**config.mk**
```make
export PLATFORM = sky130hd
export DESIGN_NAME = lam_monitor
export DESIGN_NICKNAME = d
export VERILOG_FILES = /design/src/inc/lam_pkg.sv /design/src/rtl/lam_sticky.sv /design/src/rtl/lam_monitor.sv
export SDC_FILE = /design/constraint.sdc
export NUM_CORES = 1
export LEC_CHECK = 0
export ABC_CLOCK_PERIOD_IN_PS = 1600
export BUFFER_PORTS_ARGS = -buffer_cell sky130_fd_sc_hd__buf_2
export CORE_UTILIZATION = 25
export CTS_CLUSTER_SIZE = 14
export DETAILED_ROUTE_END_ITERATION = 10
export PLACE_DENSITY = 0.49
export SLEW_MARGIN = 30
export SYNTH_ARGS = -nofsm -noshare
export SYNTH_HDL_FRONTEND = slang
export SYNTH_SLANG_ARGS = --single-unit
export TNS_END_PERCENT = 30
```
**constraint.sdc**
```tcl
create_clock -name clk -period 1.6 [get_ports clk]
set_input_delay 0.08 -clock clk [delete_from_list [all_inputs] [get_ports clk]]
set_output_delay 0.08 -clock clk [all_outputs]
set_load 0.01 [all_outputs]
```
**src/inc/lam_pkg.sv**
```systemverilog
// Package with constants and types for the link alarm monitor
package lam_pkg;
	localparam int ALM_COUNT   = 6;
	localparam int LANE_COUNT  = 8;
	// Alarm bit positions
	localparam int ALM_CPLL    = 0;
	localparam int ALM_SPLL    = 1;
	localparam int ALM_LINK    = 2;
	localparam int ALM_SYSREF  = 3;
	localparam int ALM_CLK     = 4;
	localparam int ALM_FIFO    = 5;
	localparam logic [5:0] ALARM_STATUS_BITS_RESET = 6'h00;
	localparam logic [5:0] ALARM_TYPE_MASK_RESET   = 6'h3f;
	localparam logic [7:0] LANE_FLAGS_RESET = 8'h00;
	// Local multiframe / extended multiblock counter
	localparam int MFC_W = 8;
	localparam logic [MFC_W-1:0] MFC_ZERO = 8'h00;
	localparam logic [MFC_W-1:0] MFC_ONE  = 8'h01;
	// Status pin selector codes
	localparam logic [1:0] PINSEL_ALARM = 2'h1;
	// Link bring-up states
	typedef enum logic [1:0] {LAM_OFF, LAM_CGS, LAM_ILAS, LAM_DATA} lam_link_state_t;
endpackage : lam_pkg

```
**src/rtl/lam_sticky.sv**
```systemverilog
// Sticky write-one-to-clear flag group
`timescale 1ns/10ps
`default_nettype none
module lam_sticky
	import lam_pkg::*;
#(
	parameter int W = 6
) (
	input  wire logic         clk,
	input  wire logic         rst_b,
	input  wire logic [W-1:0] set_in,
	input  wire logic [W-1:0] clr_w1c,
	output logic      [W-1:0] flags_reg
);
	// Set beats clear so an event in the clearing cycle is kept
	genvar i;
	generate
		for (i = 0; i < W; i++) begin : g_bit
			always_ff @(posedge clk or negedge rst_b) begin
				if (!rst_b) begin
					flags_reg[i] <= 1'b0;
				end else if (set_in[i]) begin
					flags_reg[i] <= 1'b1;
				end else if (clr_w1c[i]) begin
					flags_reg[i] <= 1'b0;
				end
			end
			AST_SET_WINS: assert property (@(posedge clk) disable iff (!rst_b)
				set_in[i] |=> flags_reg[i])
				else $error("sticky flag lost a set");
			AST_HOLD: assert property (@(posedge clk) disable iff (!rst_b)
				(flags_reg[i] && !clr_w1c[i]) |=> flags_reg[i])
				else $error("sticky flag dropped without clear");
		end
	endgenerate
endmodule : lam_sticky
`default_nettype wire

```
**src/rtl/lam_monitor.sv**
```systemverilog
// Alarm monitor and local frame counter for the serial transmit side
// Functional notes
// - Six alarm sources: two PLL locks, link state, SYSREF realign, clock upset, FIFO.
// - Each alarm sets its own dedicated status bit.
// - Status bits stay set until host writes one to clear.
// - Unmasked alarms feed the summary alarm; masked ones do not.
// - Status pin driven high on alarm when selector picks alarm output.
// - Channel A and B clocks compared; a mismatch with both channels powered up sets clock upset flag.
// - Clock upset flag holds until host writes one.
// - Flag may be set after global power-down exit; host clears it.
// - Per-lane FIFO upset flag set when lane FIFO pointers disturbed.
// - Link enable low then high resets the lane FIFO logic.
// - Captured SYSREF resets local multiframe or extended multiblock counter.
// - Without SYSREF the counter free-runs with arbitrary phase.
// - In 8B/10B, SYNC request starts code group sync and lane alignment.
// - Link enable low holds link in reset, serializers off, clocks gated.
`timescale 1ns/10ps
`default_nettype none
module lam_monitor
	import lam_pkg::*;
(
	input  wire logic                  clk,
	input  wire logic                  rst_b,
	input  wire logic                  cpll_locked,
	input  wire logic                  spll_locked,
	input  wire logic                  sysref_realign,
	input  wire logic                  chan_a_clk_phase,
	input  wire logic                  chan_b_clk_phase,
	input  wire logic                  chan_a_powerdown,
	input  wire logic                  chan_b_powerdown,
	input  wire logic                  global_powerdown_pin,
	input  wire logic                  global_powerdown_mode,
	input  wire logic [LANE_COUNT-1:0] lane_fifo_ptr_err,
	input  wire logic [ALM_COUNT-1:0]  alarm_clear_w1c,
	input  wire logic [LANE_COUNT-1:0] lane_fifo_clear_w1c,
	input  wire logic [ALM_COUNT-1:0]  alarm_type_mask,
	input  wire logic [1:0]            cal_status_sel,
	input  wire logic                  cal_busy,
	input  wire logic                  link_enable,
	input  wire logic                  enc_64b66b,
	input  wire logic                  sysref_capture,
	input  wire logic                  sync_req_b,
	input  wire logic [MFC_W-1:0]      mfc_period_m1,
	output logic      [ALM_COUNT-1:0]  alarm_status_bits,
	output logic      [LANE_COUNT-1:0] lane_fifo_upset_flags,
	output logic                       clock_upset_flag,
	output logic                       summary_alarm,
	output logic                       cal_status_pin,
	output logic                       link_reset_b,
	output logic                       serializer_power_en,
	output logic                       serializer_clk_en,
	output logic                       lane_fifo_reset,
	output logic      [MFC_W-1:0]      mfc_count_reg,
	output logic                       mfc_edge_reg,
	output lam_link_state_t            link_state_reg
);
	logic [ALM_COUNT-1:0] alarm_set_next;
	logic                 link_enable_reg;
	logic                 gpd_reg;
	logic                 clk_mismatch;
	logic                 sync_req_reg;
	logic                 summary_alarm_reg;

	// Unmasked OR, reused for pin and summary
	function automatic logic masked_any(input logic [ALM_COUNT-1:0] st,
		input logic [ALM_COUNT-1:0] msk);
		masked_any = |(st & ~msk);
	endfunction : masked_any

	// Channel clock comparison; only meaningful with both channels up
	assign clk_mismatch = (chan_a_clk_phase != chan_b_clk_phase)
		&& !chan_a_powerdown && !chan_b_powerdown;

	// Alarm event sources
	always_comb begin
		alarm_set_next             = '0;
		alarm_set_next[ALM_CPLL]   = !cpll_locked;
		alarm_set_next[ALM_SPLL]   = !spll_locked;
		alarm_set_next[ALM_LINK]   = link_state_reg != LAM_DATA;
		alarm_set_next[ALM_SYSREF] = sysref_realign;
		// Leaving global power-down may disturb the compared clocks
		alarm_set_next[ALM_CLK]    = clk_mismatch
			|| (gpd_reg && !(global_powerdown_pin || global_powerdown_mode));
		alarm_set_next[ALM_FIFO]   = |lane_fifo_ptr_err;
	end

	// Group status flags
	lam_sticky #(.W(ALM_COUNT)) u_alarm_flags (
		.clk       (clk),
		.rst_b     (rst_b),
		.set_in    (alarm_set_next),
		.clr_w1c   (alarm_clear_w1c),
		.flags_reg (alarm_status_bits)
	);

	// Per-lane FIFO flags; only the host clears them, a link toggle resets just the FIFOs
	lam_sticky #(.W(LANE_COUNT)) u_lane_flags (
		.clk       (clk),
		.rst_b     (rst_b),
		.set_in    (lane_fifo_ptr_err),
		.clr_w1c   (lane_fifo_clear_w1c),
		.flags_reg (lane_fifo_upset_flags)
	);

	assign clock_upset_flag = alarm_status_bits[ALM_CLK];

	// Edge trackers for enable and power-down, plus the registered sync request
	always_ff @(posedge clk or negedge rst_b) begin
		if (!rst_b) begin
			link_enable_reg <= 1'b0;
			gpd_reg         <= 1'b0;
			sync_req_reg    <= 1'b0;
		end else begin
			link_enable_reg <= link_enable;
			gpd_reg         <= global_powerdown_pin || global_powerdown_mode;
			sync_req_reg    <= !sync_req_b;
		end
	end

	// Link held off while disabled
	assign link_reset_b        = link_enable;
	assign serializer_power_en = link_enable;
	assign serializer_clk_en   = link_enable;
	// FIFO reset from the registered enable, starting one clock after the disable and ending one clock after the re-enable
	assign lane_fifo_reset     = !link_enable_reg;

	// Summary alarm registered, one clock behind status
	always_ff @(posedge clk or negedge rst_b) begin
		if (!rst_b) begin
			summary_alarm_reg <= 1'b0;
		end else begin
			summary_alarm_reg <= masked_any(alarm_status_bits, alarm_type_mask);
		end
	end
	assign summary_alarm = summary_alarm_reg;

	// Pin shows alarm or calibration busy as selected
	assign cal_status_pin = (cal_status_sel == PINSEL_ALARM) ? summary_alarm_reg
		: cal_busy;

	// Local frame counter: SYSREF zeroes it, else free-runs
	always_ff @(posedge clk or negedge rst_b) begin
		if (!rst_b) begin
			mfc_count_reg <= MFC_ZERO;
			mfc_edge_reg  <= 1'b0;
		end else if (sysref_capture) begin
			mfc_count_reg <= MFC_ZERO;
			mfc_edge_reg  <= 1'b1;
		end else if (mfc_count_reg >= mfc_period_m1) begin
			mfc_count_reg <= MFC_ZERO;
			mfc_edge_reg  <= 1'b1;
		end else begin
			mfc_count_reg <= mfc_count_reg + MFC_ONE;
			mfc_edge_reg  <= 1'b0;
		end
	end

	// Link bring-up: SYNC request drives code group sync then alignment
	always_ff @(posedge clk or negedge rst_b) begin
		if (!rst_b) begin
			link_state_reg <= LAM_OFF;
		end else if (!link_enable) begin
			link_state_reg <= LAM_OFF;
		end else begin
			unique case (link_state_reg)
				LAM_OFF: begin
					link_state_reg <= (enc_64b66b || !sync_req_reg) ? LAM_DATA : LAM_CGS;
				end
				LAM_CGS: begin
					if (!sync_req_reg && mfc_edge_reg)
						link_state_reg <= LAM_ILAS;
				end
				LAM_ILAS: begin
					if (sync_req_reg)
						link_state_reg <= LAM_CGS;
					else if (mfc_edge_reg)
						link_state_reg <= LAM_DATA;
				end
				LAM_DATA: begin
					if (sync_req_reg && !enc_64b66b)
						link_state_reg <= LAM_CGS;
				end
			endcase
		end
	end

	// Checks
	AST_SUMMARY: assert property (@(posedge clk) disable iff (!rst_b)
		masked_any(alarm_status_bits, alarm_type_mask) |=> summary_alarm)
		else $error("unmasked alarm missing from summary");
	AST_MASKED: assert property (@(posedge clk) disable iff (!rst_b)
		!masked_any(alarm_status_bits, alarm_type_mask) |=> !summary_alarm)
		else $error("summary set with no unmasked alarm");
	AST_PIN: assert property (@(posedge clk) disable iff (!rst_b)
		(cal_status_sel == PINSEL_ALARM) && masked_any(alarm_status_bits, alarm_type_mask)
			|=> (cal_status_sel != PINSEL_ALARM) || cal_status_pin)
		else $error("status pin low during alarm");
	AST_CLKUP: assert property (@(posedge clk) disable iff (!rst_b)
		clk_mismatch |=> clock_upset_flag)
		else $error("clock mismatch not flagged");
	AST_LINKOFF: assert property (@(posedge clk) disable iff (!rst_b)
		!link_enable |=> (link_state_reg == LAM_OFF) && lane_fifo_reset)
		else $error("link not held while disabled");
	AST_SYSREF: assert property (@(posedge clk) disable iff (!rst_b)
		sysref_capture |=> (mfc_count_reg == MFC_ZERO))
		else $error("sysref did not zero counter");
	AST_LANE: assert property (@(posedge clk) disable iff (!rst_b)
		lane_fifo_ptr_err[0] |=> lane_fifo_upset_flags[0]
			&& alarm_status_bits[ALM_FIFO])
		else $error("lane fifo upset not flagged");
	AST_SYNC: assert property (@(posedge clk) disable iff (!rst_b)
		(link_enable && !enc_64b66b && sync_req_reg && link_state_reg == LAM_DATA)
			|=> link_state_reg == LAM_CGS)
		else $error("sync request ignored");
	COV_ALARM: cover property (@(posedge clk) disable iff (!rst_b) $rose(summary_alarm));
	COV_DATA: cover property (@(posedge clk) disable iff (!rst_b)
		link_state_reg == LAM_ILAS ##1 link_state_reg == LAM_DATA);
	COV_CLR: cover property (@(posedge clk) disable iff (!rst_b) $fell(clock_upset_flag));
endmodule : lam_monitor
`default_nettype wire

```
## Word level (Yosys, flattened, before mapping)

Index checks and enable logic that the tools add are counted.

- Mux-type cells: 40
- $lt $le $gt $ge: 1
- Multiply operators: 0
- Shift operators: 0
- Bitwise operators: 2
- Eq/ne operators: 11
- Reduce and logical (&&, ||, !) cells: 31
- Add/subtract/negate cells: 1
- Div/mod/pow operators: 0

Operators with widths:

| operator | number |
|---|---|
| $mux W1 | 31 |
| $reduce_bool A2 Y1 | 12 |
| $mux W8 | 2 |
| $mux W2 | 6 |
| $add A8 B1 Y8 const B | 1 |
| $ge A8 B8 Y1 | 1 |
| $pmux W2 S4 | 1 |
| $reduce_or A8 Y1 | 1 |
| $logic_not A1 Y1 | 7 |
| $and A6 B6 Y6 | 1 |
| $ne A3 B3 Y1 const B | 2 |
| $not A6 Y6 | 1 |
| $reduce_or A6 Y1 | 1 |
| $logic_and A1 B1 Y1 | 5 |
| $eq A2 B1 Y1 const B | 2 |
| $eq A2 B2 Y1 const B | 2 |
| $ne A2 B1 Y1 const B | 2 |
| $ne A4 B4 Y1 const B | 1 |
| $logic_or A1 B1 Y1 | 3 |
| $reduce_and A3 Y1 | 1 |
| $logic_not A2 Y1 | 1 |
| $ne A2 B2 Y1 const B | 1 |
| $ne A1 B1 Y1 | 1 |

- Latch bits: 0
- Input port bits: 54
- RAM bits: 0
- Logic and storage cells: 107
- ROM bits: 0
- Flip-flop bits (word level): 29
- Output and inout port bits: 32
- Memories kept: 0

## Longest topological paths before layout

Gate-level depths: netlist (run 1).

- Depth in word-level cells: 5
- Gate-level depth with buffers: 6
- Gate-level depth less buffers: 6

## Hierarchy

From an unflattened synthesis (run 1), not the netlist that was laid out.

- Cell total of the unflattened synthesis: 139
- Area total of the unflattened synthesis: 1460.2 um2

By module, submodules not included:

| module | times used | cells each | sequential area each (um2) | area an instance (um2) |
|---|---|---|---|---|
| lam_monitor | 1 | 97 | 375.4 | 952.2 |
| lam_sticky (u_lane_flags) | 1 | 24 | 200.2 | 290.3 |
| lam_sticky (u_alarm_flags) | 1 | 18 | 150.1 | 217.7 |

## Worst setup path after synthesis (run 1)

No wires, ideal clock.

- Path type: register to register
- From: register mfc_count_reg[6]
- To: register mfc_count_reg[2]
- Library setup time: 0.069 ns
- Data arrival time: 1.422 ns
- Stages on the path, launching flop included: 6
- Path slack: 0.109 ns
- Path buffers: 0
- Period minus slack after synthesis: 1.491 ns
- Required time: 1.531 ns
- Cell sequence: dfrtp_1 ha_1 a21o_1 a211oi_4 o21ai_4 nor2_2

- Word-level cells in the longest chain between the ends: 3

Ends and longest elaborated chain:

| element | line | text |
|---|---|---|
| start: declaration | lam_monitor.sv:53 | `output logic [MFC_W-1:0] mfc_count_reg,` |
| start signal: assignment | lam_monitor.sv:153 | `mfc_count_reg <= mfc_count_reg + MFC_ONE;` |
| $ge A8 B8 Y1 | lam_monitor.sv:149 | `end else if (mfc_count_reg >= mfc_period_m1) begin` |
| $mux W8 | lam_monitor.sv:149 |  |
| $mux W8 | lam_monitor.sv:146 | `end else if (sysref_capture) begin` |

Every way passes these cells.
A chain may end at the register's enable or synchronous reset.

## Final worst setup path (run 1)

- From: register mfc_count_reg[7]
- To: register mfc_count_reg[1]

Same word-level chain as after synthesis.

==> flow_summary.yaml, run 1 <==
status:
  outcome: "complete, no violations"
setup_path:
  worstSetupEndpointType: "flip-flop"
  cp_data_required_time_ns: 1.75
  arrival_ns: 1.68
  critPathSlowestCell: "dfrtp_1"
  cp_slowest_stage_delay_ns: 0.41
  path_cells: "ha_1 -> o2111ai_1 -> o21ai_2 -> nor2_2"
  path_class: "flip-flop to flip-flop"
  startpoint_type: "flip-flop"
  critPathMaxFanout: 4
  reg2reg_slack_ns: 0.07
die:
  io_pins: 86
  start_util_pct: 25.8
  die_h_um: 77.2
  chipWidth_um: 77.2
  core.rowCount: 27
  die-area_um2: 5960
  core-area_um2: 5470
clock_tree:
  insertion_delay_ns: 0.27
  clk_transition_reported_paths_ns: 0.06
  cts_tree: "yes"
  clk_path_buf_depth: 2
  clock_sinks: 29
  cts_resized: 0
  h-tree-depth: 2
  cts_made_buffers: 5
  cts_root_buffer: "clkbuf_8"
global_route:
  grt_pass1_wl_um: 5620
  grt_start_max_net_pins: 30
  grt_overflow: 0
  grt_usage_pct: 12.3
  grt_pass1_vias: 1268
  antenna_found_initial: 0
synth:
  syn_nets: 192
  yosysSeqAreaShare_pct: 51.4
  netlist.area_leader.share_pct: 51.4
  synthCells: 129
  synth_cell_type_count: 29
  synth_area_leaders: "dfrtp_1 51%, ha_1 8.0%, inv_1 6.9%"
  avgSynthCellArea_um2: 11.0
  synth_area_um2: 1410
  synth-warning-count: 0
  ys_seq_elements: 29
  yosysTopAreaCell: "dfrtp_1"
sta:
  hold_violations: 0
  fin_skew_ns: 0.00744
  fmax_mhz: 652
  worst_pin_slew_ns: 0.655
  drv_slew: 0
  fin_crit_ns: 1.53
  post-route-period-util_pct: 95.8
  fin_tns_setup_ns: 0
  slew-limit-headroom_pct: 56.4
  final-setup-viol-count: 0
pwr:
  powerDensity_nw_per_um2: 845
  leakagePower_nw: 1.21
  p_total_mw: 1.88
  ir_drop_mv: 0.388
final_layout:
  antenna_cells: 0
  drive_gt1_share_pct: 46.5
  regArea_um2: 726
  area_growth_pct: 57.8
  multiInputGateArea_um2: 568
  fin_nets: 303
  n_fill_cell: 569
place:
  port_buffers: 85
  place.gp.congestion: 0.719
  place_hpwl_um: 2600
route:
  top_layer: "met4"
  dr.pass1.iters: 4
  detail-route-antenna-nets: 0
  drt-initial-drc-count: 43
  m1WireLength_um: 1400
  wl_um: 3550
  wl_met3_um: 159
  routedWlPerCell_um: 11.3
  vias_per_cell: 4.09
  via_count: 1279
  routed-wl-met2_um: 1900
  drc: 0
job:
  max-cap-violations: 0
worst_hold_path:
  hold_path_class: "input port to flip-flop"
## synthesized netlist by cell type
master and count:
nand3_1 4, nor2b_1 2, nor3b_1 1, nand2_1 1, o22ai_1 3, o2111ai_1 1
a21o_1 9, mux2_2 2, a211oi_4 1, o211ai_1 3, nor2_2 8, or2_2 1
nand2b_1 2, xor2_1 4, dfrtp_1 29, nor4_1 2, or3_1 2, o21ai_0 3
inv_1 26, o21ai_4 1, o21bai_1 1, xnor2_1 3, a21oi_1 1, a211oi_1 1
buf_4 4, and3_1 2, o221ai_1 1, o21a_1 2, ha_1 9
## critical path: cells and delay by family, from the launching register on
family / cells / cell delay, ns
AO/OA/AOI/OAI: 2 / 0.60
AND/OR/NAND/NOR: 1 / 0.05
adder cells (fa/ha/maj): 1 / 0.35
flip-flops: 1 / 0.41
## layout by cell type, fill, tap and decap left out, types with 2 or more instances in the layout
cell           synthesis  routed
a21o_1                 9       9
and3_1                 2       2
buf_2                  0      85
buf_4                  4       6
clkbuf_8               0       6
dfrtp_1               29      29
dlygate4sd3_1          0      16
ha_1                   9       9
inv_1                 26      26
mux2_2                 2       2
nand2b_1               2       2
nand3_1                4       4
nor2_2                 8       8
nor2b_1                2       2
nor4_1                 2       2
o211ai_1               3       3
o21a_1                 2       2
o21ai_0                3       3
o22ai_1                3       3
or3_1                  2       2
xnor2_1                3       3
xor2_1                 4       4
## where the power goes
part | internal [mW] | total (mW) | switching (mW) | leakage, nW
sequential | 0.774 | 0.797 | 0.0227 | 0.336
combinational | 0.165 | 0.312 | 0.146 | 0.817
clock | 0.507 | 0.775 | 0.268 | 0.0585
total | 1.45 | 1.88 | 0.437 | 1.21
## final timing paths
| kind | start | endpoint | depth (start not counted) |
|---|---|---|---|
| setup / recovery | mfc_count_reg[7]$_DFF_PN0_ | mfc_count_reg[1]$_DFF_PN0_ | 4 |
| hold / removal | lane_fifo_ptr_err[0] | u_lane_flags.flags_reg[0]$_DFFE_PN0P_ | 2 |
| setup reg to reg | mfc_count_reg[7]$_DFF_PN0_ | mfc_count_reg[1]$_DFF_PN0_ | 4 |
| hold reg to reg | u_lane_flags.flags_reg[7]$_DFFE_PN0P_ | u_lane_flags.flags_reg[7]$_DFFE_PN0P_ | 1 |
| max in group asynchronous | rst_b | mfc_count_reg[0]$_DFF_PN0_ | 2 |
| min in group asynchronous | rst_b | u_alarm_flags.flags_reg[0]$_DFFE_PN0P_ | 2 |
## routing by layer
layer | vias up | GRT usage (%)
met5 | - | 0
met4 | 0 | 6.79
met3 | 9 | 3.93
met2 | 35 | 21.7
met1 | 584 | 12.8
li1 | 651 | -
## stage by stage
step	setup WS (ns)	instances	hold slack [ns]	util [%]	cell area (um2)
after CTS	0.0280	311	0.00114	40.4	2210
after global placement	0.101	287	0.164	35.4	1940
after global routing	-0.0257	313	0.00100	40.7	2230
after detailed placement	0.0530	287	0.161	35.4	1940
final	0.0674	313	0.00952	40.7	2230
after floorplan	0.109	129	-0.216	-	1410
## final cells by class
type	instances	share of cell area, %
clock buffer	7	3.87
inverter	26	4.38
tap	72	4.04
multi-input combinational	71	25.5
clock inverter	1	1.35
sequential	29	32.6
timing repair buffer	107	28.3
## cells by family after synthesis
family / Yosys count / synth area share (%)
buffers and inverters: 30 / 9.03
flip-flops: 29 / 51.4
AO/OA/AOI/OAI: 27 / 15.1
AND/OR/NAND/NOR: 25 / 10.6
adder cells (fa/ha/maj): 9 / 7.97
XOR/XNOR: 7 / 4.34
multiplexers: 2 / 1.59
## timing repair
action                                  4_1_cts  5_1_grt
hold endpoints to repair                     41        0
buffers inserted                              0        1
endpoints found under the setup margin        0        8
hold buffers                                 16        0
No activity file was read; power rests on OpenSTA's default activity.
==> run 2, diff against run 1 <==
Settings changed: SYNTH_HIERARCHICAL from default to 1.
==> run 2 against run 1 <==
Area after synthesis rose by 3.4%. Synthesized cell count rose by 7.8%. Sequential power barely moved. Count of clock-buffer cells in the layout did not move. Highest routed layer unchanged. Global-route usage fell by 0.50 points. Hold slack improved by 0.0015 ns. Via count rose by 4.1%. Clock power fell by 24%. Critical endpoint is now mfc_count_reg[5]$_DFF_PN0_.
==> flow_summary.yaml, run 2 <==
die:
  start_util_pct: 26.2
  die-area_um2: 6150
  core.rowCount: 27
  chipWidth_um: 78.4
  core-area_um2: 5570
  die_h_um: 78.4
  io_pins: 86
pwr:
  powerDensity_nw_per_um2: 777
  ir_drop_mv: 0.239
  p_total_mw: 1.70
  leakagePower_nw: 1.24
synth:
  avgSynthCellArea_um2: 10.5
  ys.flop_type: "dfrtp_1"
  yosysSeqAreaShare_pct: 49.7
  synthCells: 139
  synth_cell_type_count: 30
  ys_top_cells_by_count: "34 x inv_1, 29 x dfrtp_1, 15 x a21o_1"
  synth-warning-count: 6
  ys_seq_elements: 29
  yosysTopAreaCell: "dfrtp_1"
  yosysMostFrequentCell: "inv_1"
  synth_edf_count: 0
  synthArstFlopShare_pct: 100
  netlist.area_leader.share_pct: 49.7
  synth_area_leaders: "dfrtp_1 50%, inv_1 8.7%, a21o_1 7.7%"
  syn_nets: 202
  synth_area_um2: 1460
global_route:
  grt_usage_pct: 11.8
  grt_overflow: 0
  grt_start_max_net_pins: 30
  grt_pass1_wl_um: 5380
  antenna_found_initial: 0
  grt_pass1_vias: 1217
route:
  detail-route-antenna-nets: 0
  dr.pass1.iters: 4
  drc: 0
  vias_per_cell: 4.22
  wl_um: 3600
  drt-initial-drc-count: 41
  routedWlPerCell_um: 11.4
  via_count: 1332
sta:
  post-route-period-util_pct: 97.2
  fmax_mhz: 643
  hold_ws_ns: 0.0110
  worst_pin_slew_ns: 0.638
  final-setup-viol-count: 0
  fin_tns_setup_ns: 0
  rsz0062_at_grt: "true"
  hold_violations: 0
  fin_crit_ns: 1.56
  fin_ws_ns: 0.0446
  slew-limit-headroom_pct: 57.5
  drv_slew: 0
  fin_skew_ns: 0.00554
setup_path:
  reg2reg_slack_ns: 0.04
  worstSetupEndpointType: "flip-flop"
  cp_data_required_time_ns: 1.81
  startpoint_type: "flip-flop"
  critPathMaxFanout: 4
  cp_slowest_stage_delay_ns: 0.40
  path_class: "flip-flop to flip-flop"
  path_delay_family: "compound AO/OA/AOI/OAI gates"
  critPathSlowestCell: "dfrtp_1"
  arrival_ns: 1.76
  path_cells: "ha_1 -> a21o_1 -> a211oi_4 -> o21ai_2 -> nor2_2"
  crit_buf_inv: 0
final_layout:
  post-route-cell-area_um2: 2180
  fin_nets: 307
  final_common_cell: "buf_2"
  drive_gt1_share_pct: 45.1
  area_growth_pct: 49.5
  final_cell_mix: "85 x buf_2, 34 x inv_1, 29 x dfrtp_1"
  fin_cells: 316
  fin_util_pct: 39.2
  antenna_cells: 0
job:
  max-cap-violations: 0
clock_tree:
  cts_tree: "yes"
  cts_made_buffers: 5
  insertion_delay_ns: 0.28
  cts_resized: 0
  clk_path_buf_depth: 2
  h-tree-depth: 2
  clock_sinks: 29
  clk_transition_reported_paths_ns: 0.06
  cts_root_buffer: "clkbuf_8"
place:
  place.gp.congestion: 0.706
  place_hpwl_um: 2760
  place_ws_ns: 0.0568
  dp_cells: 298
  placed_area_um2: 1990
  port_buffers: 85
worst_hold_path:
  hold_path_class: "input port to flip-flop"
status:
  outcome: "complete, no violations"
## run 2: area by class of cell
| cell class | instances | area, um2 |
|---|---|---|
| Clock buffer | 7 | 86.3 |
| Fill cell | 582 | 3390 |
| Inverter | 34 | 128 |
| Multi-Input combinational cell | 73 | 586 |
| Sequential cell | 29 | 726 |
| Tap cell | 72 | 90.1 |
| Timing Repair Buffer | 101 | 568 |
## run 2: worst paths after layout
kind,from,cells after the start,endpoint
worst max-delay path,mfc_count_reg[6]$_DFF_PN0_,5,mfc_count_reg[5]$_DFF_PN0_
worst min-delay path,lane_fifo_ptr_err[4],2,u_lane_flags/flags_reg[4]$_DFFE_PN0P_
worst max register to register,mfc_count_reg[6]$_DFF_PN0_,5,mfc_count_reg[5]$_DFF_PN0_
worst min register to register,u_lane_flags/flags_reg[6]$_DFFE_PN0P_,1,u_lane_flags/flags_reg[6]$_DFFE_PN0P_
max in group asynchronous,rst_b,2,link_state_reg[0]$_DFFE_PN0P_
min in group asynchronous,rst_b,2,u_alarm_flags/flags_reg[3]$_DFFE_PN0P_
## run 2: metal layers
| layer | GRT usage, % | wire [um] |
|---|---|---|
| met1 | 12.0 | 1370 |
| met2 | 21.8 | 1970 |
| met3 | 3.37 | 180 |
| met4 | 6.11 | 78 |
| met5 | 0 | 0 |
## run 2: cell families after synthesis
logic type	synth area share (%)
adders and majority gates	7.71
buffers and inverters	10.8
AOI/OAI and AO/OA	15.8
muxes	1.54
DFF	49.7
xor gates and xnor gates	4.20
and+or+nand+nor	10.3
## run 2: where the power goes
group | internal, mW | switching [mW] | total (mW)
Combinational | 0.159 | 0.151 | 0.310
Sequential | 0.775 | 0.0239 | 0.799
Clock | 0.340 | 0.247 | 0.587
Total | 1.27 | 0.422 | 1.70
## run 2: repair_timing
action	CTS	global route
buffers inserted	0	1
endpoints found under the setup margin	0	8
hold endpoints to repair	37	0
hold buffers	9	0
==> run 3, diff against run 2 <==
Settings changed: ABC_AREA from default to 1, PLACE_DENSITY 0.49 to 0.48.
==> run 3 against run 2 <==
Highest routed layer unchanged. Hold slack improved by 0.0050 ns. Count of clock-buffer cells in the layout decreased by 1. Non-clock buffer count did not move. Critical endpoint is now mfc_count_reg[1]$_DFF_PN0_. Via count is 7.7% higher. Die area is 6.0% higher. Cell area rose by 4.1%. Core utilization fell by 1.0 points. Area after synthesis is 6.2% higher. Combinational power increased by 1%. First-iteration DRC count increased by 29%. Register-to-register slack better by 0.12 ns. Routed wire length down 7.5%.
==> flow_summary.yaml, run 3 <==
final_layout:
  fin_nets: 363
  drive_gt1_share_pct: 34.9
  antenna_cells: 0
  area_growth_pct: 46.6
  regArea_um2: 726
  fin_util_pct: 38.2
  final_common_cell: "buf_2"
  final_cell_mix: "85 x buf_2, 59 x inv_1, 48 x nand2_1"
  n_fill_cell: 651
  multiInputGateArea_um2: 573
  fin_cells: 376
sta:
  hold_violations: 0
  drv_slew: 0
  fin_tns_setup_ns: 0
  worst_pin_slew_ns: 0.663
  fin_ws_ns: 0.169
  final-setup-viol-count: 0
  fmax_mhz: 699
  rsz0062_at_grt: "false"
  post-route-period-util_pct: 89.4
  fin_crit_ns: 1.43
  fin_skew_ns: 0.00617
  slew-limit-headroom_pct: 55.8
synth:
  synth_area_leaders: "dfrtp_1 47%, inv_1 14%, nand2_1 12%"
  synth-warning-count: 6
  netlist.area_leader.share_pct: 46.8
  ys_seq_elements: 29
  synthCells: 196
  yosysTopAreaCell: "dfrtp_1"
  yosysSeqAreaShare_pct: 46.8
  ys.flop_type: "dfrtp_1"
  synth_area_um2: 1550
  syn_nets: 259
  synth_edf_count: 0
  ys_top_cells_by_count: "59 x inv_1, 48 x nand2_1, 29 x dfrtp_1"
  avgSynthCellArea_um2: 7.91
  synth_cell_type_count: 24
  yosysMostFrequentCell: "inv_1"
  synthArstFlopShare_pct: 100
clock_tree:
  cts_resized: 0
  clk_path_buf_depth: 2
  insertion_delay_ns: 0.27
  clk_transition_reported_paths_ns: 0.06
  cts_made_buffers: 5
  cts_tree: "yes"
  cts_root_buffer: "clkbuf_8"
  h-tree-depth: 2
  clock_sinks: 29
route:
  routedWlPerCell_um: 8.86
  dr.pass1.iters: 4
  vias_per_cell: 3.82
  detail-route-antenna-nets: 0
  drt-initial-drc-count: 53
  via_count: 1435
  drc: 0
  wl_um: 3330
die:
  chipWidth_um: 80.7
  start_util_pct: 26.0
  die_h_um: 80.7
  core.rowCount: 28
  io_pins: 86
  core-area_um2: 5960
  die-area_um2: 6520
worst_hold_path:
  hold_path_class: "input port to flip-flop"
  hold_path_startpoint: "lane_fifo_ptr_err[4]"
place:
  port_buffers: 85
  dp_cells: 355
  place.gp.congestion: 0.752
  place_ws_ns: 0.148
  place_hpwl_um: 2580
setup_path:
  path_class: "flip-flop to flip-flop"
  cp_slowest_stage_delay_ns: 0.43
  critPathMaxFanout: 6
  cp-startpoint: "mfc_count_reg[5]$_DFF_PN0_"
  cp_data_required_time_ns: 1.81
  path_cells: "ha_1 -> a21oi_1 -> nor2_1 -> nor2_2 -> nand2_2 -> nor2_1"
  crit_path_frequent_cell: "nor2_1"
  startpoint_type: "flip-flop"
  critPathSlowestCell: "dfrtp_1"
  worstSetupEndpointType: "flip-flop"
  r2r-start: "mfc_count_reg[5]$_DFF_PN0_"
  arrival_ns: 1.64
global_route:
  grt_pass1_wl_um: 5370
  grt_pass1_vias: 1262
  grt_start_max_net_pins: 30
  grt_usage_pct: 10.9
  antenna_found_initial: 0
  grt_overflow: 0
job:
  max-cap-violations: 0
status:
  outcome: "complete, no violations"
pwr:
  ir_drop_mv: 0.268
  leakagePower_nw: 1.40
  p_total_mw: 1.68
  powerDensity_nw_per_um2: 741
==> run 3: cell count changes in the layout (fill, tap and decap cells not counted), moves of 3 or more <==
cell | before | now
dlygate4sd3_1 | 9 | 12
o21ai_0 | 0 | 3
nand2_1 | 3 | 48
a21o_1 | 15 | 0
buf_4 | 7 | 4
inv_1 | 34 | 59
nor2_2 | 8 | 4
nor2_1 | 0 | 12
a21oi_1 | 1 | 4
xor2_1 | 5 | 1
==> run 3: worst max-delay path, delay by kind of cell (launching register included) <==
family / cells / cell delay, ns
AND/OR/NAND/NOR: 4 / 0.49
flip-flops: 1 / 0.43
AO/OA/AOI/OAI: 1 / 0.13
adder cells (fa/ha/maj): 1 / 0.31
==> run 3: power by group <==
group          switching [mW]  leakage (nW)  internal, mW
Clock                   0.264        0.0450         0.300
Combinational           0.157          1.01         0.158
Sequential             0.0284         0.337         0.776
Total                   0.449          1.40          1.23
==> run 3: cells by family (layout without fill, tap and decap cells) <==
| family | count (synthesis) | count (layout) | synth area share, % |
|---|---|---|---|
| buffers and inverters | 63 | 168 | 16.2 |
| AOI/OAI and AO/OA | 15 | 15 | 6.13 |
| adders and majority gates | 9 | 9 | 7.26 |
| and+or+nand+nor | 77 | 77 | 21.9 |
| xor gates and xnor gates | 3 | 3 | 1.70 |
| DFF | 29 | 29 | 46.8 |
==> run 3: layer usage <==
metal | track usage (%) | vias to the layer above | part of all wire (%)
met5 | 0 | - | 0
met4 | 3.75 | 0 | 1.3
met3 | 3.37 | 6 | 6.8
met2 | 17.5 | 49 | 45
met1 | 13.8 | 596 | 47
li1 | - | 784 | -
==> run 3: area by class of cell <==
cell class | count | share of cell area, %
inverter | 59 | 9.75
sequential | 29 | 31.9
multi-input combinational | 104 | 25.2
clock inverter | 2 | 0.441
tap | 75 | 4.13
clock buffer | 6 | 3.19
timing repair buffer | 101 | 25.3
==> run 3: final timing paths <==
path                                                               end  slack [ns]  depth (start not counted)
max in group asynchronous       u_alarm_flags/flags_reg[4]$_DFFE_PN0P_        0.79                          2
worst min-delay path             u_lane_flags/flags_reg[4]$_DFFE_PN0P_        0.02                          3
worst min register to register   u_lane_flags/flags_reg[7]$_DFFE_PN0P_        0.46                          2
worst max register to register              mfc_count_reg[1]$_DFF_PN0_        0.17                          6
worst max-delay path                        mfc_count_reg[1]$_DFF_PN0_        0.17                          6
min in group asynchronous                    link_enable_reg$_DFF_PN0_        0.38                          2
==> run 3: what timing repair did <==
| action | CTS | global route |
|---|---|---|
| endpoints found under the hold margin | 39 | 0 |
| buffers inserted | 0 | 1 |
| setup endpoints to repair | 0 | 7 |
| hold buffers | 12 | 0 |
==> run 3: through the flow <==
step	hold WS (ns)	area, um2
3_3_place_gp	0.159	2060
4_1_cts	0.00185	2260
5_1_grt	0.0139	2270
3_5_place_dp	0.160	2060
2_1_floorplan	-0.216	1550
6_report	0.0160	2270
